`config.mk`:
```
export PLATFORM = sky130hd
export DESIGN_NAME = adc_readout
export DESIGN_NICKNAME = d
export VERILOG_FILES = /design/src/include/adc_readout_pkg.sv /design/src/hw/result_shifter.sv /design/src/hw/adc_readout.sv
export SDC_FILE = /design/constraint.sdc
export NUM_CORES = 1
export LEC_CHECK = 0
export BUFFER_PORTS_ARGS = -buffer_cell sky130_fd_sc_hd__buf_2
export CAP_MARGIN = 10
export CELL_PAD_IN_SITES_DETAIL_PLACEMENT = 0
export CELL_PAD_IN_SITES_GLOBAL_PLACEMENT = 1
export CORE_MARGIN = 2
export CORE_UTILIZATION = 45
export DETAILED_ROUTE_END_ITERATION = 10
export GPL_ROUTABILITY_DRIVEN = 0
export PLACE_DENSITY = 0.93
export SLEW_MARGIN = 25
export SYNTH_ARGS = -nofsm -noshare
export SYNTH_HDL_FRONTEND = slang
export SYNTH_SLANG_ARGS = --single-unit
```
`constraint.sdc`:
```
create_clock -name clk -period 3.46 [get_ports clk]
set_input_delay 0.346 -clock clk [delete_from_list [all_inputs] [get_ports clk]]
set_output_delay 0.346 -clock clk [all_outputs]
set_load 0.02 [all_outputs]
```
`src/include/adc_readout_pkg.sv`:
```
// Purpose: Shared constants for the serial converter readout block
// Assumes: 50 MHz system clock, host shift clock well below it
// Notes: Result is unsigned straight binary, 16 bits

package adc_readout_pkg;

  // Result word
  localparam int RESULT_WIDTH = 16;
  localparam logic [15:0] CODE_ZERO = 16'h0000;
  localparam logic [15:0] CODE_FULL = 16'hFFFF;

  // Bit counter
  localparam int COUNT_WIDTH = 5;
  localparam logic [4:0] BIT_COUNT_RESET = 5'h00;
  localparam logic [4:0] BITS_PER_WORD = 5'h10;

  // Analog sample word width, one above the result for range detection
  localparam int SAMPLE_WIDTH = 17;

  // Synchroniser reset level: select idles high, shift clock low
  localparam logic [1:0] SELECT_SYNC_RESET = 2'b11;
  localparam logic [1:0] SHIFT_SYNC_RESET = 2'b00;

  // Sequencer states, one-hot
  typedef enum logic [2:0] {
    ST_SHUTDOWN = 3'b001,
    ST_SHIFT = 3'b010,
    ST_DONE = 3'b100
  } conv_state_e;

endpackage : adc_readout_pkg

```
`src/hw/result_shifter.sv`:
```
// Purpose: Holds one sampled result and presents it one bit at a time
// Assumes: load and shift are single-cycle pulses on clk
// Notes: Most significant bit is presented first; shifted-out bits fill 0

module result_shifter
  import adc_readout_pkg::*;
(
  // Clock and reset
  input wire logic clk,
  input wire logic rst,
  // Control
  input wire logic load,
  input wire logic shift,
  input wire logic [adc_readout_pkg::RESULT_WIDTH-1:0] load_word,
  // Serial bit
  output logic bit_out
);

  import adc_readout_pkg::*;

  logic [RESULT_WIDTH-1:0] word;

  // Next word: load wins over shift
  wire [RESULT_WIDTH-1:0] next_word = load ? load_word :
    shift ? {word[RESULT_WIDTH-2:0], 1'b0} : word;

  // Word register
  always_ff @(posedge clk or posedge rst)
  begin
    if (rst)
      word <= CODE_ZERO;
    else
      word <= next_word;
  end

  // Registered output bit
  always_ff @(posedge clk or posedge rst)
  begin
    if (rst)
      bit_out <= 1'b0;
    else
      bit_out <= next_word[RESULT_WIDTH-1];
  end

endmodule : result_shifter

```
`src/hw/adc_readout.sv`:
```
// Purpose: Digital side of a 16-bit single-channel sampling converter
// Assumes: Host drives select_n and shift_clock_in, both asynchronous
// Notes: Conversion is modelled as immediate; the analog value arrives
//   as a signed-range sample word and is saturated to 16 bits
//   Both host pins reach logic two clk edges late, and the line
//   enable trails select by three clk edges at either end
//   The host's shift clock must stay well below clk to be seen

module adc_readout
  import adc_readout_pkg::*;
(
  // Clock and reset
  input wire logic clk,
  input wire logic rst,
  // Host select and shift clock
  input wire logic select_n,
  input wire logic shift_clock_in,
  // Serial result line and its enable
  output logic result_out,
  output logic result_oe,
  // Analog front end, signed sample held by the track-and-hold
  input wire logic signed [adc_readout_pkg::SAMPLE_WIDTH-1:0] analog_sample,
  // Status
  output logic converting,
  output logic shutdown
);

  import adc_readout_pkg::*;

  // Sequencer
  conv_state_e state;
  conv_state_e next_state;

  // Host pin synchronisers and their edge history
  logic [1:0] select_sync;
  logic [1:0] shift_sync;
  logic select_prev;
  logic shift_prev;

  // Word progress and the shifter's serial bit
  logic [COUNT_WIDTH-1:0] bit_count;
  logic shifter_bit;

  // Two-stage synchronisers; logic reads stage 1 only
  // Stage 0 may be metastable after a pin edge, so nothing taps it;
  // reset levels match the idle pins, so no false edge follows reset
  always_ff @(posedge clk or posedge rst)
  begin
    if (rst)
    begin
      select_sync <= SELECT_SYNC_RESET;
      shift_sync <= SHIFT_SYNC_RESET;
    end
    else
    begin
      select_sync <= {select_sync[0], select_n};
      shift_sync <= {shift_sync[0], shift_clock_in};
    end
  end

  // Edge history of synchronised inputs
  // History resets to the idle levels: select high, clock low
  always_ff @(posedge clk or posedge rst)
  begin
    if (rst)
    begin
      select_prev <= 1'b1;
      shift_prev <= 1'b0;
    end
    else
    begin
      select_prev <= select_sync[1];
      shift_prev <= shift_sync[1];
    end
  end

  // High-to-low step of a synchronised level against its history
  // Shared by the select and shift clock decoding
  function automatic logic falling(input logic prev, input logic now);
  begin
    falling = prev & ~now;
  end
  endfunction : falling

  // Edge decode
  wire select_low = ~select_sync[1];
  wire select_fall = falling(select_prev, select_sync[1]);
  wire shift_fall = falling(shift_prev, shift_sync[1]);

  // Sixteenth host clock fall of a word is its last
  wire last_bit = (bit_count == BITS_PER_WORD - 5'h01);

  // Saturating straight-binary coding of the sample word
  // Below zero gives the zero code; the top of the signed range is
  // already the full-scale code, so over-range needs no test of its own
  function automatic logic [RESULT_WIDTH-1:0] to_code(
    input logic signed [SAMPLE_WIDTH-1:0] s);
  begin
    if (s[SAMPLE_WIDTH-1])
      to_code = CODE_ZERO;
    else
      to_code = s[RESULT_WIDTH-1:0];
  end
  endfunction : to_code

  // Code taken straight from the input at the select edge
  // The shifter copies it on that same edge: no pipeline stage
  wire [RESULT_WIDTH-1:0] load_code = to_code(analog_sample);
  wire load_pulse = select_fall;
  wire shift_pulse = (state == ST_SHIFT) & shift_fall & select_low;

  // Word ends on the host clock fall that moves out the last bit
  wire word_done = shift_pulse & last_bit;

  // Sequencer next state
  // A select rise mid-word abandons it; a fresh fall restarts at once
  always_comb
  begin
    next_state = state;
    // Select fall wins in each of the three named states; any other encoding goes to ST_SHUTDOWN
    unique case (state)
      ST_SHUTDOWN:
        if (select_fall)
          next_state = ST_SHIFT;
      ST_SHIFT:
        if (select_fall)
          next_state = ST_SHIFT;
        else if (!select_low)
          next_state = ST_SHUTDOWN;
        else if (word_done)
          next_state = ST_DONE;
      ST_DONE:
        next_state = select_fall ? ST_SHIFT : ST_SHUTDOWN;
      default:
        next_state = ST_SHUTDOWN;
    endcase
  end

  // Sequencer state
  always_ff @(posedge clk or posedge rst)
  begin
    if (rst)
      state <= ST_SHUTDOWN;
    else
      state <= next_state;
  end

  // Bit counter, cleared on each new conversion
  // Only host clock falls inside a word advance it
  always_ff @(posedge clk or posedge rst)
  begin
    if (rst)
      bit_count <= BIT_COUNT_RESET;
    else if (load_pulse)
      bit_count <= BIT_COUNT_RESET;
    else if (shift_pulse)
      bit_count <= bit_count + 5'h01;
  end

  // Serial result word
  // Loads at the select fall; shifted-out places fill with zero,
  // so host clock falls past the last bit read as 0
  result_shifter u_shifter (
    .clk(clk),
    .rst(rst),
    .load(load_pulse),
    .shift(shift_pulse),
    .load_word(load_code),
    .bit_out(shifter_bit)
  );

  // Output selection; the line rests low whenever it is not driven
  // Status levels are decoded from the coming state
  wire next_result = select_low ? shifter_bit : 1'b0;
  wire next_converting = (next_state == ST_SHIFT);
  wire next_shutdown = (next_state == ST_SHUTDOWN);

  // Line enable follows the synchronised select
  // It trails the pin by the synchroniser depth plus this register, three clk edges, at both ends
  always_ff @(posedge clk or posedge rst)
  begin
    if (rst)
      result_oe <= 1'b0;
    else
      result_oe <= select_low;
  end

  // Serial data from the shifter, gated by the same select
  always_ff @(posedge clk or posedge rst)
  begin
    if (rst)
      result_out <= 1'b0;
    else
      result_out <= next_result;
  end

  // Busy level, high while a word is being shifted
  always_ff @(posedge clk or posedge rst)
  begin
    if (rst)
      converting <= 1'b0;
    else
      converting <= next_converting;
  end

  // Shutdown level; set one clk after the last bit (via ST_DONE), straight after an abort
  always_ff @(posedge clk or posedge rst)
  begin
    if (rst)
      shutdown <= 1'b1;
    else
      shutdown <= next_shutdown;
  end

endmodule : adc_readout

```
==> out/metrics.cfg <==
[grt]
grt_pass1_wl_mm = 5.24
antenna_found_initial = 0
grt-ovfl-total = 0
grt_pass1_vias = 1170
grt_max_degree = 35
gr-usage-all-layers_pct = 18.9

[floorplanning]
initial_utilization_pct = 46.2
dieArea_sq_mm = 0.00385
coreArea_sq_mm = 0.00328
rows = 21
ios = 25
die_x_um = 62.1
die_h_um = 62.1

[yosys]
synth_enable_flop_cells = 0
synth_cells = 152
yosysMostFrequentCell = a21oi_1
seq_area_frac_synth_pct = 56.5
synth_area_leader_cell = dfrtp_1
ys_types = 27
syn_area_sq_mm = 0.00152
yosys-top-cells-count = a21oi_1, dfrtp_1, o21ai_0, a31oi_1, clkbuf_1
ys.warnings.count = 0
synth_nets = 175
synthTopCellsByArea = dfrtp_1, a21oi_1, dfstp_2
synth_top_cell_area_share_pct = 47.8
ys_ff_latch = 34
async_reset_ff_share_pct = 100
syn_avg_cell_area_sq_um = 9.98
ys.flop_type = dfrtp_1

[clocking]
cts_buffers = 5
cts_root_buf = clkbuf_4
max-clock-path-buffers = 2
cts_hold_buf = 0
cts_resized = 0
cts_tree = done
h-tree-depth = 2
postCtsSetupBuffers = 0
cts_sinks = 34
clk_latency_ns = 0.34
path_clk_slew_ns = 0.10

[drt]
drt-initial-drc-count = 112
wl_per_cell_um = 13.9
viasPerCell = 5.74
ant_nets = 0
met3_length_um = 152
top_layer_used = met4
wirelength_mm = 3.06
wl_met1_mm = 1.32
dr_total_vias = 1269
drc = 0
drtPass1Iterations = 4
wl_met2_mm = 1.53

[placement]
hpwlAfterDp_mm = 1.91
portBuffers = 24
placed_area_sq_mm = 0.00168
post-place-ws_ns = 1.64

[timing]
finalCritPeriodShare_pct = 52.8
worst_slew_pin_slew_ns = 0.664
setup_viol = 0
rsz0062_at_grt = false
setup_tns_ns = 0
clock.fmax_mhz = 548
slew_violations = 0
setup_slack_ns = 1.63
period_minus_slack_ns = 1.83
finClkSkew_ns = 0.00851
hold_viol_final = 0
slew_headroom_pct = 55.8

[worst_setup_path]
crit_path_end_kind = flip-flop
cp_cell_sequence = or4b_4 > or4_1 > a21oi_1
required_ns = 3.74
crit_path_max_incr_delay_ns = 0.66
critPathLaunchType = flip-flop
path_max_fanout = 21
worstSetupPathType = reg2reg
arrival_ns = 2.10
cpMaxStageDelayCell = or4b_4

[layout]
seq_area_sq_um = 857
drive_gt1_share_pct = 24.0
utilization_pct = 52.8
antenna_cells = 0
multi_input_area_sq_um = 592
synthToLayoutAreaGrowth_pct = 14.3
finalNetCount = 197
final_area_sq_mm = 0.00174
nFillCells = 304

[job]
max-cap-violations = 0

[power]
ir_drop_uv = 151
finalPower_uw = 775
power.density_mw_per_mm2 = 446
cellLeakagePower_nw = 0.751

[min_path]
worstHoldPathType = in2async

[status]
status = completed

==> worst paths after layout <==
path                                   to          start  slack, ns  depth (start not counted)
max in group asynchronous  select_sync[1]            rst       3.05                          3
min in group clk           select_sync[0]       select_n       0.10                          1
setup reg to reg             bit_count[3]       state[2]       1.63                          3
hold reg to reg             shift_sync[1]  shift_sync[0]       0.36                          0
hold / removal                   state[1]            rst       0.08                          3
setup / recovery             bit_count[3]       state[2]       1.63                          3
==> cell type report <==
type                            instances  share of cell area, %
Inverter                                5                   1.08
Sequential cell                        34                   49.4
Multi-Input combinational cell        100                   34.1
Tap cell                               46                   3.32
Clock buffer                            7                   3.17
Timing Repair Buffer                   28                   8.65
Clock inverter                          1                  0.288
==> worst max-delay path: cells and delay by family, from the launching register on <==
family          cells  cell delay (ns)
simple gates        2             1.19
compound gates      1             0.14
flops               1             0.44
==> report_power, final <==
group / switching (mW) / total [mW] / internal [mW]
Sequential: 0.0184 / 0.452 / 0.434
Clock: 0.132 / 0.231 / 0.0984
Combinational: 0.0551 / 0.0919 / 0.0368
Total: 0.206 / 0.775 / 0.569
==> cells in the final DEF (no fill, tap or decap), types with 2 or more instances in the layout <==
cell / count
a21oi_1: 35
dfrtp_1: 29
buf_2: 24
o21ai_0: 20
a31oi_1: 15
inv_1: 5
clkbuf_4: 5
dfstp_2: 5
nand2b_1: 4
nand3_1: 4
buf_4: 4
nor2b_1: 3
o21a_1: 2
nand2_1: 2
ha_1: 2
==> through the flow <==
step,hold slack (ns),instances
floorplan,0.331,152
global placement,0.343,213
detailed placement,0.343,213
CTS,0.0799,221
global route,0.0840,221
finish,0.0766,221
==> state kept, by name, indices dropped and copies added (netlist names) <==
name / flops
shift_prev: 1
converting: 1
state: 3
select_prev: 1
shift_sync: 2
bit_count: 5
result_out: 1
result_oe: 1
select_sync: 2
u_shifter.word: 16
shutdown: 1
==> layer usage <==
| metal | global-route usage [%] | up-vias |
|---|---|---|
| met5 | 0 | - |
| met4 | 8.21 | 0 |
| met3 | 5.59 | 7 |
| met2 | 30.8 | 33 |
| met1 | 23.4 | 625 |
| li1 | - | 604 |
==> logic make-up after synthesis <==
logic type      synth area share (%)
compound gates                  26.9
simple gates                    9.40
mux                            0.660
fa+ha+maj                       1.65
buf+inv                         4.95
flops                           56.5
Power figures use the tool's default switching activity.
